==> config.mk <==
export PLATFORM = sky130hd
export DESIGN_NAME = vsm_vertical_measure
export DESIGN_NICKNAME = d
export VERILOG_FILES = /design/src/logic/vsm_pkg.sv /design/src/logic/vsm_vertical_measure.sv
export SDC_FILE = /design/constraint.sdc
export NUM_CORES = 1
export LEC_CHECK = 0
export BUFFER_PORTS_ARGS = -buffer_cell sky130_fd_sc_hd__clkbuf_2
export CAP_MARGIN = 25
export CORE_AREA = 2 2 184 186
export CTS_CLUSTER_SIZE = 28
export DETAILED_ROUTE_END_ITERATION = 10
export DIE_AREA = 0 0 186 188
export PLACE_DENSITY_LB_ADDON = 0.3
export SETUP_SLACK_MARGIN = 0.5
export SYNTH_ARGS = -nofsm -noshare
export SYNTH_HDL_FRONTEND = slang
export SYNTH_SLANG_ARGS = --single-unit
==> constraint.sdc <==
create_clock -name pclk -period 3.1 [get_ports pclk]
set_input_delay 0.31 -clock pclk [delete_from_list [all_inputs] [get_ports pclk]]
set_output_delay 0.31 -clock pclk [all_outputs]
set_load 0.02 [all_outputs]
==> src/logic/vsm_pkg.sv <==
// Package: register map, field layout and carrier types of the sync measure
package vsm_pkg;

  // Widths of the measured quantities, port selector, event set and bus address
  localparam int HALF_W = 14;
  localparam int LINE_W = 13;
  localparam int PSEL_W = 3;
  localparam int EVT_W  = 3;
  localparam int ADDR_W = 12;

  // Register indices; byte address is four times the index
  localparam logic [7:0] IDX_INTERLACE  = 8'h0B;
  localparam logic [7:0] IDX_F1_PULSE   = 8'h30;
  localparam logic [7:0] IDX_F1_PORCH   = 8'h34;
  localparam logic [7:0] IDX_ALT_EN     = 8'h4C;
  localparam logic [7:0] IDX_CTRL       = 8'h50;
  localparam logic [7:0] IDX_REQ        = 8'h51;
  localparam logic [7:0] IDX_STATUS     = 8'h52;
  localparam logic [7:0] IDX_IRQ_STAT   = 8'h53;
  localparam logic [7:0] IDX_IRQ_CLR    = 8'h54;
  localparam logic [7:0] IDX_IRQ_EN     = 8'h55;
  localparam logic [7:0] IDX_SIDE_ACT   = 8'hE6;
  localparam logic [7:0] IDX_SIDE_TOT   = 8'hE8;
  localparam logic [7:0] IDX_SIDE_IL    = 8'hEA;

  // Field positions
  localparam int INTERLACE_BIT = 5;
  localparam int ALT_EN_BIT    = 2;
  localparam int SIDE_IL_BIT   = 0;
  localparam int MAIN_PORT_LSB = 0;
  localparam int SIDE_PORT_LSB = 4;
  localparam int REQ_BIT       = 0;
  localparam int ST_FILT_BIT   = 0;
  localparam int ST_RAW_BIT    = 1;
  localparam int ST_SIDE_BIT   = 2;
  localparam int ST_PEND_BIT   = 3;
  localparam int EVT_LOCK_BIT  = 0;
  localparam int EVT_LOST_BIT  = 1;
  localparam int EVT_SIDE_BIT  = 2;

  // Reset values
  localparam logic [PSEL_W-1:0] PORT_RST   = 3'h0;
  localparam logic              ALT_RST    = 1'b0;
  localparam logic [EVT_W-1:0]  IRQ_EN_RST = 3'h0;

  // Field measurement sequence
  typedef enum logic [1:0] {
    VSM_IDLE, VSM_PULSE, VSM_PORCH, VSM_ACTIVE
  } vsm_fstate_type;

  // One decoded sync stream
  typedef struct packed {
    logic vs;
    logic hs;
    logic de;
  } vsm_sync_type;

  // Results of one completed field
  typedef struct packed {
    logic [HALF_W-1:0] tot_half;
    logic [HALF_W-1:0] pw;
    logic [HALF_W-1:0] bp;
    logic [LINE_W-1:0] act;
    logic              mid;
  } vsm_field_type;

endpackage

==> src/logic/vsm_vertical_measure.sv <==
// Vertical sync measurement of a main and a background port, APB registers
//
// Functional notes
// - Field 1 sync pulse width readable, 14 bits, in half lines.
// - Field 1 back porch readable, 14 bits, half lines, pulse end to active.
// - Main readbacks meaningful only while the vertical filter reports lock.
// - Field 1 results meaningful only when the interlace flag reads one.
// - Interlace flag from vertical filter: 0 progressive, 1 interlaced.
// - Background port chosen by 3-bit selector; valid while settled flag high.
// - Background total field height, 13 bits, lines, refreshed on request.
// - Background active field height, 13 bits, refreshed on request.
// - Background interlace flag updated on request, valid while settled.
// - Filter locks when sync arrives at same count two consecutive frames.
// - Filter unlocks when sync position differs two consecutive fields.
// - One enable bit selects the alternative vertical extraction.
// - Main measurements use the port chosen by the 3-bit main selector.
// - Raw lock flag reads 1 when filter locked, else 0.
`timescale 1ns/1ns
module vsm_vertical_measure
  import vsm_pkg::*;
#(
  parameter int NUM_PORTS = 2,   // Number of sync input ports
  parameter int PIX_W     = 16   // Width of the pixel counter
) (
  input  wire logic                           pclk,      // Bus clock
  input  wire logic                           presetn,   // Async reset
  input  wire logic                           psel,      // APB select
  input  wire logic                           penable,   // APB enable
  input  wire logic                           pwrite,    // APB direction
  input  wire logic [vsm_pkg::ADDR_W-1:0]     paddr,     // APB byte address
  input  wire logic [31:0]                    pwdata,    // APB write data
  input  wire logic [3:0]                     pstrb,     // APB byte strobes
  output logic [31:0]                         prdata,    // APB read data
  output logic                                pready,    // APB ready
  output logic                                pslverr,   // APB error
  input  wire vsm_pkg::vsm_sync_type [NUM_PORTS-1:0] port_sync, // Pins
  output logic                                irq        // Level interrupt
);
  import vsm_pkg::*;

  // Parameter check
  if (NUM_PORTS < 1 || NUM_PORTS > 8 || PIX_W < 4) begin : g_chk
    $error("vsm_vertical_measure: unsupported parameter values");
  end

  localparam logic [ADDR_W-1:0] A_INTERLACE = {2'b00, IDX_INTERLACE, 2'b00};
  localparam logic [ADDR_W-1:0] A_F1_PULSE  = {2'b00, IDX_F1_PULSE, 2'b00};
  localparam logic [ADDR_W-1:0] A_F1_PORCH  = {2'b00, IDX_F1_PORCH, 2'b00};
  localparam logic [ADDR_W-1:0] A_ALT_EN    = {2'b00, IDX_ALT_EN, 2'b00};
  localparam logic [ADDR_W-1:0] A_CTRL      = {2'b00, IDX_CTRL, 2'b00};
  localparam logic [ADDR_W-1:0] A_REQ       = {2'b00, IDX_REQ, 2'b00};
  localparam logic [ADDR_W-1:0] A_STATUS    = {2'b00, IDX_STATUS, 2'b00};
  localparam logic [ADDR_W-1:0] A_IRQ_STAT  = {2'b00, IDX_IRQ_STAT, 2'b00};
  localparam logic [ADDR_W-1:0] A_IRQ_CLR   = {2'b00, IDX_IRQ_CLR, 2'b00};
  localparam logic [ADDR_W-1:0] A_IRQ_EN    = {2'b00, IDX_IRQ_EN, 2'b00};
  localparam logic [ADDR_W-1:0] A_SIDE_ACT  = {2'b00, IDX_SIDE_ACT, 2'b00};
  localparam logic [ADDR_W-1:0] A_SIDE_TOT  = {2'b00, IDX_SIDE_TOT, 2'b00};
  localparam logic [ADDR_W-1:0] A_SIDE_IL   = {2'b00, IDX_SIDE_IL, 2'b00};

  // Two-flop synchronisers on the sync pins
  vsm_sync_type [NUM_PORTS-1:0] meta_q;
  vsm_sync_type [NUM_PORTS-1:0] sync_q;

  // Software controls
  logic [PSEL_W-1:0] main_port_q;
  logic [PSEL_W-1:0] side_port_choice_q;
  logic              alt_vertical_extract_enable_q;
  logic              side_refresh_request_q;
  logic [EVT_W-1:0]  irq_en_q;
  logic [EVT_W-1:0]  irq_st_q;

  // Per-engine results; engine 0 is the main port, 1 the background
  logic [PSEL_W-1:0] eng_sel [2];
  logic              eng_alt [2];
  vsm_field_type     res_q   [2];
  logic              done_q  [2];
  logic              lock_q  [2];
  logic              ilace_q [2];
  logic              mprev_q [2];

  // Main port readbacks
  logic [HALF_W-1:0] field1_sync_pulse_width_q;
  logic [HALF_W-1:0] field1_sync_back_porch_q;
  logic              filt_lock_q;
  logic              lock_prev_q;

  // Background readbacks
  logic [LINE_W-1:0] side_total_field_height_q;
  logic [LINE_W-1:0] side_active_field_height_q;
  logic              side_interlace_flag_q;

  // Bus
  logic [31:0]       prdata_q;
  logic              pready_q;
  logic              pslverr_q;
  logic              irq_q;
  logic [31:0]       rd_data;
  logic              rd_hit;
  logic              wr_en;
  logic [EVT_W-1:0]  evt;

  assign prdata  = prdata_q;
  assign pready  = pready_q;
  assign pslverr = pslverr_q;
  assign irq     = irq_q;

  // Pins are asynchronous to pclk
  always_ff @(posedge pclk or negedge presetn) begin
    if (!presetn) begin
      meta_q <= '0;
      sync_q <= '0;
    end else begin
      meta_q <= port_sync;
      sync_q <= meta_q;
    end
  end

  assign eng_sel[0] = main_port_q;
  assign eng_sel[1] = side_port_choice_q;
  assign eng_alt[0] = alt_vertical_extract_enable_q;
  assign eng_alt[1] = 1'b1;                          // Background always alt

  // Identical measurement engines for the main and the background port
  for (genvar e = 0; e < 2; e++) begin : g_eng
    vsm_sync_type      cur;
    vsm_sync_type      prv_q;
    logic [PIX_W-1:0]  pix_q;
    logic [PIX_W-1:0]  llen_q;
    logic              hp_q;
    logic [HALF_W-1:0] tot_q;
    logic [HALF_W-1:0] pw_q;
    logic [HALF_W-1:0] bp_q;
    logic [LINE_W-1:0] act_q;
    logic              mid_q;
    vsm_fstate_type    st_q;
    logic [PSEL_W-1:0] sel_prev_q;
    logic [HALF_W-1:0] h1_q;
    logic [HALF_W-1:0] h2_q;
    logic              miss_q;
    logic              hs_rise;
    logic              vs_rise;
    logic              vs_fall;
    logic              de_rise;
    logic              half_tick;
    logic              port_chg;

    // Unused selector codes see a quiet port
    always_comb begin
      cur = '0;
      if (32'(eng_sel[e]) < NUM_PORTS) begin
        cur = sync_q[eng_sel[e]];
      end
    end

    assign hs_rise   = cur.hs & ~prv_q.hs;
    assign vs_rise   = cur.vs & ~prv_q.vs;
    assign vs_fall   = ~cur.vs & prv_q.vs;
    assign de_rise   = cur.de & ~prv_q.de;
    assign port_chg  = eng_sel[e] != sel_prev_q;
    // Ticks at line start and at pixel llen/2 give half-line units
    assign half_tick = hs_rise | (!hp_q && llen_q != '0
                       && pix_q + 1'b1 == (llen_q >> 1)); // pix_q lags a pixel

    // Line length tracking, taken from the previous line
    always_ff @(posedge pclk or negedge presetn) begin
      if (!presetn) begin
        prv_q      <= '0;
        pix_q      <= '0;
        llen_q     <= '0;
        hp_q       <= 1'b0;
        sel_prev_q <= '0;
      end else begin
        prv_q      <= cur;
        sel_prev_q <= eng_sel[e];
        if (hs_rise) begin
          pix_q  <= '0;
          llen_q <= pix_q + 1'b1;
          hp_q   <= 1'b0;
        end else begin
          if (pix_q != '1) begin
            pix_q <= pix_q + 1'b1;
          end
          if (half_tick) begin
            hp_q <= 1'b1;
          end
        end
      end
    end

    // Field sequence: pulse, back porch, active, closed by next sync edge
    always_ff @(posedge pclk or negedge presetn) begin
      if (!presetn) begin
        st_q     <= VSM_IDLE;
        tot_q    <= '0;
        pw_q     <= '0;
        bp_q     <= '0;
        act_q    <= '0;
        mid_q    <= 1'b0;
        done_q[e] <= 1'b0;
        res_q[e]  <= '0;
      end else begin
        done_q[e] <= 1'b0;
        if (port_chg) begin
          st_q <= VSM_IDLE;
        end else if (vs_rise) begin
          if (st_q != VSM_IDLE) begin
            done_q[e] <= 1'b1;
            res_q[e]  <= '{tot_half: tot_q, pw: pw_q, bp: bp_q,
                           act: act_q, mid: mid_q};
          end
          tot_q <= '0;
          pw_q  <= '0;
          bp_q  <= '0;
          act_q <= '0;
          mid_q <= hp_q;   // Sync arriving mid-line marks field 1
          st_q  <= VSM_PULSE;
        end else begin
          if (half_tick && st_q != VSM_IDLE) begin
            tot_q <= tot_q + 1'b1;
          end
          case (st_q)
            VSM_PULSE: begin
              if (half_tick) begin
                pw_q <= pw_q + 1'b1;
              end
              if (vs_fall) begin
                st_q <= VSM_PORCH;
              end
            end
            VSM_PORCH: begin
              if (de_rise) begin
                act_q <= 13'h0001;
                st_q  <= VSM_ACTIVE;
              end else if (half_tick) begin
                bp_q <= bp_q + 1'b1;
              end
            end
            VSM_ACTIVE: begin
              if (de_rise) begin
                act_q <= act_q + 1'b1;
              end
            end
            default: begin
            end
          endcase
        end
      end
    end

    // Lock filter compares each field with the one two fields back (one frame back when interlaced)
    always_ff @(posedge pclk or negedge presetn) begin
      if (!presetn) begin
        lock_q[e]  <= 1'b0;
        miss_q     <= 1'b0;
        h1_q       <= '0;
        h2_q       <= '0;
        ilace_q[e] <= 1'b0;
        mprev_q[e] <= 1'b0;
      end else if (port_chg) begin
        lock_q[e] <= 1'b0;
        miss_q    <= 1'b0;
        h1_q      <= '0;
        h2_q      <= '0;
      end else if (done_q[e]) begin
        h2_q       <= h1_q;
        h1_q       <= res_q[e].tot_half;
        mprev_q[e] <= res_q[e].mid;
        if (res_q[e].tot_half == h2_q && h2_q != '0) begin
          lock_q[e] <= 1'b1;
          miss_q    <= 1'b0;
        end else begin
          miss_q <= 1'b1;
          if (miss_q) begin
            lock_q[e] <= 1'b0;
          end
        end
        // Alt method: phase alternation; default: odd half-line count
        if (eng_alt[e]) begin
          ilace_q[e] <= res_q[e].mid ^ mprev_q[e];
        end else begin
          ilace_q[e] <= res_q[e].tot_half[0];
        end
      end
    end
  end

  // Field 1 readbacks, captured only from a locked field 1
  always_ff @(posedge pclk or negedge presetn) begin
    if (!presetn) begin
      field1_sync_pulse_width_q <= '0;
      field1_sync_back_porch_q  <= '0;
    end else if (done_q[0] && res_q[0].mid && lock_q[0]) begin
      field1_sync_pulse_width_q <= res_q[0].pw;
      field1_sync_back_porch_q  <= res_q[0].bp;
    end
  end

  // Filter reports lock once a field completes under raw lock
  always_ff @(posedge pclk or negedge presetn) begin
    if (!presetn) begin
      filt_lock_q <= 1'b0;
      lock_prev_q <= 1'b0;
    end else begin
      lock_prev_q <= lock_q[0];
      if (!lock_q[0]) begin
        filt_lock_q <= 1'b0;
      end else if (done_q[0]) begin
        filt_lock_q <= 1'b1;
      end
    end
  end

  // Background capture waits for a fresh field so the set is coherent
  always_ff @(posedge pclk or negedge presetn) begin
    if (!presetn) begin
      side_refresh_request_q     <= 1'b0;
      side_total_field_height_q  <= '0;
      side_active_field_height_q <= '0;
      side_interlace_flag_q      <= 1'b0;
    end else begin
      if (side_refresh_request_q && done_q[1]) begin
        side_total_field_height_q  <= res_q[1].tot_half[HALF_W-1:1];
        side_active_field_height_q <= res_q[1].act;
        side_interlace_flag_q      <= res_q[1].mid ^ mprev_q[1];
      end
      // A new request in the capture cycle is kept pending
      if (wr_en && paddr == A_REQ && pwdata[REQ_BIT]) begin
        side_refresh_request_q <= 1'b1;
      end else if (done_q[1]) begin
        side_refresh_request_q <= 1'b0;
      end
    end
  end

  assign evt[EVT_LOCK_BIT] = lock_q[0] & ~lock_prev_q;
  assign evt[EVT_LOST_BIT] = ~lock_q[0] & lock_prev_q;
  assign evt[EVT_SIDE_BIT] = side_refresh_request_q & done_q[1];

  // Sticky status; an event in the clear cycle wins
  always_ff @(posedge pclk or negedge presetn) begin
    if (!presetn) begin
      irq_st_q <= '0;
      irq_q    <= 1'b0;
    end else begin
      if (wr_en && paddr == A_IRQ_CLR) begin
        irq_st_q <= (irq_st_q & ~pwdata[EVT_W-1:0]) | evt;
      end else begin
        irq_st_q <= irq_st_q | evt;
      end
      irq_q <= |(irq_st_q & irq_en_q);
    end
  end

  // Write takes effect on the completing access cycle
  assign wr_en = psel & penable & pready_q & pwrite & pstrb[0];

  // Control registers
  always_ff @(posedge pclk or negedge presetn) begin
    if (!presetn) begin
      main_port_q                   <= PORT_RST;
      side_port_choice_q            <= PORT_RST;
      alt_vertical_extract_enable_q <= ALT_RST;
      irq_en_q                      <= IRQ_EN_RST;
    end else if (wr_en) begin
      if (paddr == A_CTRL) begin
        main_port_q        <= pwdata[MAIN_PORT_LSB +: PSEL_W];
        side_port_choice_q <= pwdata[SIDE_PORT_LSB +: PSEL_W];
      end else if (paddr == A_ALT_EN) begin
        alt_vertical_extract_enable_q <= pwdata[ALT_EN_BIT];
      end else if (paddr == A_IRQ_EN) begin
        irq_en_q <= pwdata[EVT_W-1:0];
      end
    end
  end

  // Read decode; write-only registers read as zero
  always_comb begin
    rd_data = '0;
    rd_hit  = 1'b1;
    if (paddr == A_INTERLACE) begin
      rd_data[INTERLACE_BIT] = ilace_q[0];
    end else if (paddr == A_F1_PULSE) begin
      rd_data[HALF_W-1:0] = field1_sync_pulse_width_q;
    end else if (paddr == A_F1_PORCH) begin
      rd_data[HALF_W-1:0] = field1_sync_back_porch_q;
    end else if (paddr == A_ALT_EN) begin
      rd_data[ALT_EN_BIT] = alt_vertical_extract_enable_q;
    end else if (paddr == A_CTRL) begin
      rd_data[MAIN_PORT_LSB +: PSEL_W] = main_port_q;
      rd_data[SIDE_PORT_LSB +: PSEL_W] = side_port_choice_q;
    end else if (paddr == A_REQ || paddr == A_IRQ_CLR) begin
      rd_data = '0;
    end else if (paddr == A_STATUS) begin
      rd_data[ST_FILT_BIT] = filt_lock_q;
      rd_data[ST_RAW_BIT]  = lock_q[0];
      rd_data[ST_SIDE_BIT] = lock_q[1];
      rd_data[ST_PEND_BIT] = side_refresh_request_q;
    end else if (paddr == A_IRQ_STAT) begin
      rd_data[EVT_W-1:0] = irq_st_q;
    end else if (paddr == A_IRQ_EN) begin
      rd_data[EVT_W-1:0] = irq_en_q;
    end else if (paddr == A_SIDE_ACT) begin
      rd_data[LINE_W-1:0] = side_active_field_height_q;
    end else if (paddr == A_SIDE_TOT) begin
      rd_data[LINE_W-1:0] = side_total_field_height_q;
    end else if (paddr == A_SIDE_IL) begin
      rd_data[SIDE_IL_BIT] = side_interlace_flag_q;
    end else begin
      rd_hit = 1'b0;
    end
  end

  // One wait state keeps ready and data straight from flops
  always_ff @(posedge pclk or negedge presetn) begin
    if (!presetn) begin
      pready_q  <= 1'b0;
      pslverr_q <= 1'b0;
      prdata_q  <= '0;
    end else begin
      pready_q  <= psel & penable & ~pready_q;
      pslverr_q <= psel & penable & ~pready_q & ~rd_hit;
      if (psel && penable && !pready_q && !pwrite) begin
        prdata_q <= rd_data;
      end
    end
  end

endmodule

==> results.md, run 1 <==
* DR vias at between 10,000 and 15,000
* Final setup fails at 0
* Num rows at between 60 and 70
* Slew Viols, Final at 0
* Reg2Reg Setup Slack at between 0.1 and 0.15 ns
* Hold path start: pwdata[4]
* Top-area cell type share of the netlist area at 53.5%
* Share of layout cells above drive strength 1 at 25.6%
* Post-synthesis async set-or-reset flop share at 100%
* Final #Nets at roughly 1,900
* Reg-to-Reg End: g_eng[0].tot_q[11]
* Data arrival, critical path at between 3 and 4 ns
* I/O pins at 94
* Grt ovf at 0
* Routability cong. at 0.907
* Core area at 0.0331 mm2
* Clk buf depth at 3
* Worst Reg2Reg Path Length in Cells at 13
* Root Driver: clkbuf_16
* Antenna violations before repair at 3
* CTS sink cnt at 389
* Die height at 188 um
* Final instance area at ~0.022 mm2
* Synth-to-Final Area Change at 18.9%
* Vias in the first global route at approximately 13,000
* Worst reg2reg startpoint: g_eng[0].pix_q[0]
* Critical Path Sink Type: flip-flop
* Hold Crit Class: input port to flip-flop
* Crit-path max FO at 5
* Yosys top cell by area: dfrtp_1
* GRT Total Usage at 24.1%
* Die area at ~0.035 mm2
* Area contributors post-synth: dfrtp_1, mux2_2, mux2i_1
* Hpwl dp at 27,900 um
* Outcome: complete, no violations
* Final ANT Viol Nets at 0
* Min Tclk post-route at 3.00 ns
* WL final at approximately 41,000 um
* Hold path cells at 2
* Via density at slightly below 6
* Peak VDD IR at 0.357 mV
* Hold WS at ~0.045 ns
* Synth warnings at 0
* Fmax at around 330 MHz
* Total Power at 13,100 uW
* Slew headroom at just under 30%
* Clock latency on the worst-skew pair at roughly 0.54 ns
* # DRC at 0
* CP Launch Type: flip-flop
* Clock skew at 0.0346 ns
* CTS tree: yes
* Cell Pwr Density at between 600 and 700 mW/mm2
* Drt wl/cell at roughly 18 um
* Static Leak at about 0.0099 uW
* #FFs+latches synth at 389
* Die W at around 190 um
* Drt initial violations at between 900 and 1,000
* Reg clk slew, reported paths at approximately 0.060 ns
* Fin. Hold Viols at 0
* CTS buffer count at 42
* EDFF count, synth at 0
* Placed Area at about 0.019 mm2
* Crit Path Category: flip-flop to flip-flop
* Cell variety after synth at roughly 70
* Syn Std Cell Area at roughly 0.018 mm2
* Initial Util at a little over half
* Fin crit share at between 90 and 100%
* Worst-Margin Slew at between 1 and 1.5 ns
* TritonRoute pass-1 iters at 5
* Most used flip-flop cell after synthesis: dfrtp_1
* RSZ-0062 raised after global routing: true
* Port-buffer cells at 46
* Share of the yosys chip area belonging to registers at between 50 and 60%
* CTS HTree Levels at 2
* Syn Area/Cell at 10.9 um2
* Worst hold path endpoint: side_port_choice_q[0]
* First-pass GRT wire length at 68,100 um
* Req. time, crit path at 3.52 ns
* MaxCap Viol Count at 0
* Largest net degree at the start of global routing at 78
* Mapped Cells at between 1,500 and 2,000
[per-stage QoR]
stage	utilization, %	setup TNS (ns)	setup slack, ns	std cells
2_1_floorplan	-	0	0.243	1680
3_3_place_gp	58.5	0	0.0583	2144
3_5_place_dp	58.5	-0.120	-0.0461	2144
4_1_cts	63.9	0	0.201	2246
5_1_grt	65.3	-0.127	-0.0498	2260
6_report	65.3	0	0.101	2262
[Yosys cell counts, types with 6 or more instances]
library cell  count
dfrtp_1         389
buf_2             8
a221oi_1          7
nand4_1          43
xor2_1           54
inv_1            23
buf_1            10
o211ai_1          9
nor2b_1           6
ha_1             16
o21a_1            6
nand2b_1          9
nand3_1          50
buf_4            18
nor3_1           30
nor4_1           27
and3_1           20
nor3b_1           8
or4_1            13
or3_1            16
nand2_1         105
a22o_1            9
nor2_1          186
o21ai_0          70
and2_1            7
mux2_2          139
clkbuf_1         58
a21oi_1          80
a31oi_1          16
mux2i_1          75
xnor2_1          58
and4_1            8
[cell families (layout without fill, tap and decap cells)]
family                     Yosys count  after routing  synth area share, %
AOI/OAI and AO/OA                  248            248                 8.43
and+or+nand+nor                    559            559                 15.5
DFF                                389            389                 53.5
xor gates and xnor gates           114            114                 5.64
buffers and inverters              121            253                 2.99
other                                1             20               0.0206
adders and majority gates           16             16                 1.10
muxes                              215            215                 12.8
[power by group]
| part | internal (uW) | switching [uW] |
|---|---|---|
| clock | 3080 | 1970 |
| sequential | 5490 | 416 |
| combinational | 952 | 1190 |
| total | 9520 | 3580 |
[registers in the layout, summed over array words and instances (netlist names), 3 cells and up]
name and flops:
irq_st_q 3, res_q 71, g_eng.prv_q 6, g_eng.h1_q 28
side_active_field_height_q 13, g_eng.bp_q 14, meta_q 6, sync_q 6
field1_sync_back_porch_q 14, g_eng.tot_q 28, side_total_field_height_q 13, main_port_q 3
g_eng.llen_q 32, field1_sync_pulse_width_q 14, g_eng.act_q 13, g_eng.sel_prev_q 6
g_eng.pw_q 14, g_eng.pix_q 32, g_eng.st_q 4, irq_en_q 3
prdata 14, side_port_choice_q 3, g_eng.h2_q 28
[cell usage in the layout, fill, tap and decap left out, types with 9 or more instances in the layout]
| cell | netlist | routed |
|---|---|---|
| xor2_1 | 54 | 52 |
| a21oi_1 | 80 | 72 |
| clkbuf_2 | 3 | 45 |
| or4_1 | 13 | 10 |
| nand4_1 | 43 | 43 |
| o211ai_1 | 9 | 9 |
| a22o_1 | 9 | 9 |
| inv_1 | 23 | 23 |
| ha_1 | 16 | 13 |
| nor2_1 | 186 | 181 |
| nand3_1 | 50 | 46 |
| nor3_1 | 30 | 23 |
| nand2_1 | 105 | 99 |
| a31oi_1 | 16 | 16 |
| mux2i_1 | 75 | 75 |
| buf_6 | 1 | 14 |
| clkbuf_16 | 0 | 43 |
| dfrtp_2 | 0 | 13 |
| nand2b_1 | 9 | 9 |
| or3_1 | 16 | 15 |
| nor4_1 | 27 | 24 |
| mux2_2 | 139 | 137 |
| dfrtp_1 | 389 | 376 |
| xnor2_1 | 58 | 52 |
| buf_4 | 18 | 84 |
| conb_1 | 1 | 18 |
| clkbuf_8 | 0 | 9 |
| clkinv_2 | 0 | 9 |
| o21ai_0 | 70 | 61 |
| and3_1 | 20 | 18 |
[metal layers]
metal	track usage (%)	up-vias	wire, um
met3	4.35	85	2050
met2	37.7	326	19600
met4	7.27	2	1020
met5	0	-	11
met1	34.5	6559	18700
li1	-	6157	-
[layout make-up]
class | instances | area (um2)
tap | 448 | 561
fill | 2473 | 11500
clock inverter | 16 | 189
clock buffer | 58 | 1220
antenna | 2 | 5.00
multi-input combinational | 1170 | 8610
inverter | 23 | 86.3
timing repair buffer | 156 | 1200
sequential | 389 | 9750
[worst max path at each step]
| stage | startpoint | to | slack [ns] | cells after the start |
|---|---|---|---|---|
| 6_report | g_eng[0].pix_q[0] | g_eng[0].tot_q[11] | 0.10 | 13 |
| 5_1_grt | g_eng[0].pix_q[0] | g_eng[0].pw_q[5] | -0.05 | 12 |
| 4_1_cts | g_eng[0].pix_q[1] | g_eng[0].pw_q[9] | 0.20 | 12 |
| 3_5_place_dp | g_eng[0].pix_q[1] | g_eng[0].pw_q[5] | -0.05 | 11 |
| 3_3_place_gp | g_eng[0].pix_q[1] | g_eng[0].pw_q[8] | 0.06 | 12 |
| 2_1_floorplan | g_eng[1].pix_q[1] | g_eng[1].tot_q[13] | 0.24 | 12 |
[timing repair]
action                                 in CTS  in global routing
cloned                                      0                  1
hold buffers                                7                  0
gates resized for setup                    42                 73
setup endpoints to repair                  56                108
buffers inserted                           21                 13
pin swaps                                  24                 33
endpoints found under the hold margin      74                  0
[critical path, cell delays in order, from the launching register on]
cell and delay, ns:
dfrtp_2 0.45, ha_4 0.20, nand4_1 0.17, buf_4 0.15
nor2_1 0.07, a221oi_2 0.25, nor4b_4 0.28, o2111ai_4 0.18
buf_6 0.17, buf_4 0.13, o31ai_4 0.24, nand4_1 0.19
o21a_1 0.22, o21a_1 0.18
No activity file was read; power rests on OpenSTA's default activity.
==> run 2: changes to the inputs <==
- BUFFER_PORTS_ARGS: -buffer_cell sky130_fd_sc_hd__clkbuf_2 -> -buffer_cell sky130_fd_sc_hd__buf_2
- CTS_BUF_LIST: not set -> sky130_fd_sc_hd__clkbuf_16
==> run 2 against run 1 <==
  * The run now ends with negative setup slack left
  * Utilization grew 0.072 points
  * Power is 2.0% lower
  * First-iteration DRC count grew 16%
  * Combinational power is 3% higher
  * Clock power is 6.5% lower
  * Clock skew down 0.018 ns
==> results.md, run 2 (synthesis gave the netlist of run 1 again) <==
* Fmax at 322 MHz (-3.4%)
* # DRC at 0 (unchanged)
* Fin crit share at 100% (+3.4 points)
* Root Driver: clkbuf_16
* Violated checks: negative setup slack
* I/O pins at 94 (unchanged)
* Hold Crit Class: input port to flip-flop
* Clock skew at 0.0161 ns (-0.0185 ns)
* Final ANT Viol Nets at 0 (unchanged)
* Req. time, crit path at 3.55 ns (+0.03 ns)
* Max reg flops at 71 (unchanged)
* Routability cong. at 0.915 (+0.88%)
* Reg clk slew, reported paths at 0.06 ns (about the same)
* CP Launch Type: flip-flop
* CP endpoint: g_eng[0].bp_q[10]
* Final setup fails at 1 (+1)
* Crit-path max FO at 6 (+1)
* CP top delay family: simple AND/OR/NAND/NOR gates
* Die height at 188 um (unchanged)
* Total Power at 12,800 uW (-2.0%)
* Vias in the first global route at 12,900 (-1.3%)
* Static Leak at 0.00997 uW (+0.41%)
* CTS tree: yes
* Die W at 186 um (unchanged)
* Final #Nets at 1,858 (+0.054%)
* Antenna violations before repair at 3 (unchanged)
* Synth-to-Final Area Change at 19.0%
* Initial Util at 54.9% (unchanged)
* Port-buffer cells at 46 (unchanged)
* Core area at 0.0331 mm2 (unchanged)
* Non-filler cells, final at 2,263 (+0.044%)
* Most frequent cells in the layout: dfrtp_1, nor2_1, mux2_2
* WL final at 41,400 um (+0.18%)
* Critical Path Max Stage Delay at 0.44 ns (about the same)
* First-pass GRT wire length at 67,200 um (-1.2%)
* Dpl ws at -0.125 ns (-0.0784 ns)
* Clock latency on the worst-skew pair at 0.53 ns (about the same)
* Hpwl dp at 27,500 um (-1.5%)
* MaxCap Viol Count at 0 (unchanged)
* Grt ovf at 0 (unchanged)
* Drt initial violations at 1,076 (+16%)
* Peak VDD IR at 0.356 mV (-0.17%)
* Fin. Hold Viols at 0 (unchanged)
* Worst reg2reg startpoint: g_eng[0].pix_q[1]
* Worst-Margin Slew at 0.820 ns (-0.232 ns)
* Cell Pwr Density at 593 mW/mm2 (-2.1%)
* Critical path origin: g_eng[0].pix_q[1]
* Outcome: finished, violations left
* Top reg by flops: res_q
* Largest net degree at the start of global routing at 105 (+35%)
* Critical Path Sink Type: flip-flop
* Slew Viols, Final at 0 (unchanged)
* Most common cell after layout, fill and taps aside: dfrtp_1
* Reg2Reg Setup Slack at -0.003 ns (-0.10 ns)
* WP buf/inv at 1 (-2)
* Die area at 0.0350 mm2 (unchanged)
* CTS sink cnt at 389 (unchanged)
* Critical path depth at 11 (-2)
* Num rows at 67 (unchanged)
* Via density at 5.86 (+0.92%)
* CTS buffer count at 41 (-2.4%)
* Data arrival, critical path at 3.55 ns (+0.13 ns)
* Share of layout cells above drive strength 1 at 25.4% (-0.23 points)
* GRT Total Usage at 23.9% (-0.26 points)
* Slew headroom at 44.6% (+16 points)
* Reg-to-Reg End: g_eng[0].bp_q[10]
* Clk buf depth at 3 (unchanged)
* Drt wl/cell at 18.3 um (+0.13%)
* Top flop regs: res_q x71, g_eng.llen_q x32, g_eng.pix_q x32
* Min Tclk post-route at 3.10 ns (+0.104 ns)
* TritonRoute pass-1 iters at 7 (+2)
* CTS HTree Levels at 2 (unchanged)
* Crit-path cells: ha_4, and4_4, a221oi_2, o211ai_1, nor4b_2, o2111ai_4, nor4_4, nor2_4, buf_6, or3_4, a21oi_4
* Placed cells at 2,144 (unchanged)
* CP max stage cell: dfrtp_2
* Worst Reg2Reg Path Length in Cells at 11 (-2)
* Final setup margin at -0.00332 ns (-0.104 ns)
* DR vias at 13,300 (+0.97%)
* Crit Path Category: flip-flop to flip-flop
* RSZ-0062 raised after global routing: true
[run 2: cell types whose count changed in the layout (fill, tap and decap cells not counted), moves of 6 or more]
cell | previous run | this run
buf_2 | 0 | 46
buf_4 | 84 | 70
dfrtp_1 | 376 | 382
clkbuf_2 | 45 | 0
dfrtp_2 | 13 | 7
buf_6 | 14 | 26
nand3_1 | 46 | 40
clkbuf_8 | 9 | 0
clkbuf_1 | 6 | 0
inv_1 | 23 | 31
[run 2: through the flow]
stage	utilization, %	instance area, um2	hold WS, ns	setup TNS, ns
final	65.4	21600	0.0553	-0.00332
after global routing	65.4	21600	0.0372	-1.26
after global placement	58.4	19300	0.281	0
after floorplan	-	18400	0.0144	0
after CTS	63.6	21100	0.0341	0
after detailed placement	58.4	19300	0.287	-0.510
[run 2: power by group]
part | internal (uW) | switching [uW]
clock | 2740 | 1980
sequential | 5480 | 413
combinational | 987 | 1220
total | 9210 | 3620
[run 2: area by class of cell]
type                            count  area [um2]
Timing Repair Buffer              158        1290
Antenna cell                        2        5.00
Clock buffer                       41        1030
Tap cell                          448         561
Fill cell                        2485       11500
Clock inverter                     32         256
Multi-Input combinational cell   1170        8680
Inverter                           23        86.3
Sequential cell                   389        9740
[run 2: how the worst min path moves through the flow]
| stage | from | endpoint | cells after the start |
|---|---|---|---|
| 2_1_floorplan | presetn | alt_vertical_extract_enable_q | 0 |
| 6_report | pwdata[5] | side_port_choice_q[1] | 2 |
| 3_5_place_dp | presetn | g_eng[1].h1_q[10] | 1 |
| 4_1_cts | pwdata[5] | side_port_choice_q[1] | 2 |
| 3_3_place_gp | presetn | g_eng[1].h1_q[10] | 1 |
| 5_1_grt | pwdata[5] | side_port_choice_q[1] | 2 |
[run 2: timing repair]
| action | CTS | global route |
|---|---|---|
| cloned | 1 | 1 |
| buffers inserted | 18 | 17 |
| gates resized for setup | 45 | 94 |
| hold endpoints to repair | 61 | 0 |
| pin swaps | 33 | 48 |
| hold buffers | 7 | 0 |
| endpoints found under the setup margin | 56 | 95 |
[run 2: metal layers]
metal  track usage (%)  vias up  routed length (um)
met2              37.4      351               19500
met4              5.60        2                 854
li1                  -     6176                   -
met3              4.14       75                2170
met1              34.8     6652               18800
met5                 0        -                  16
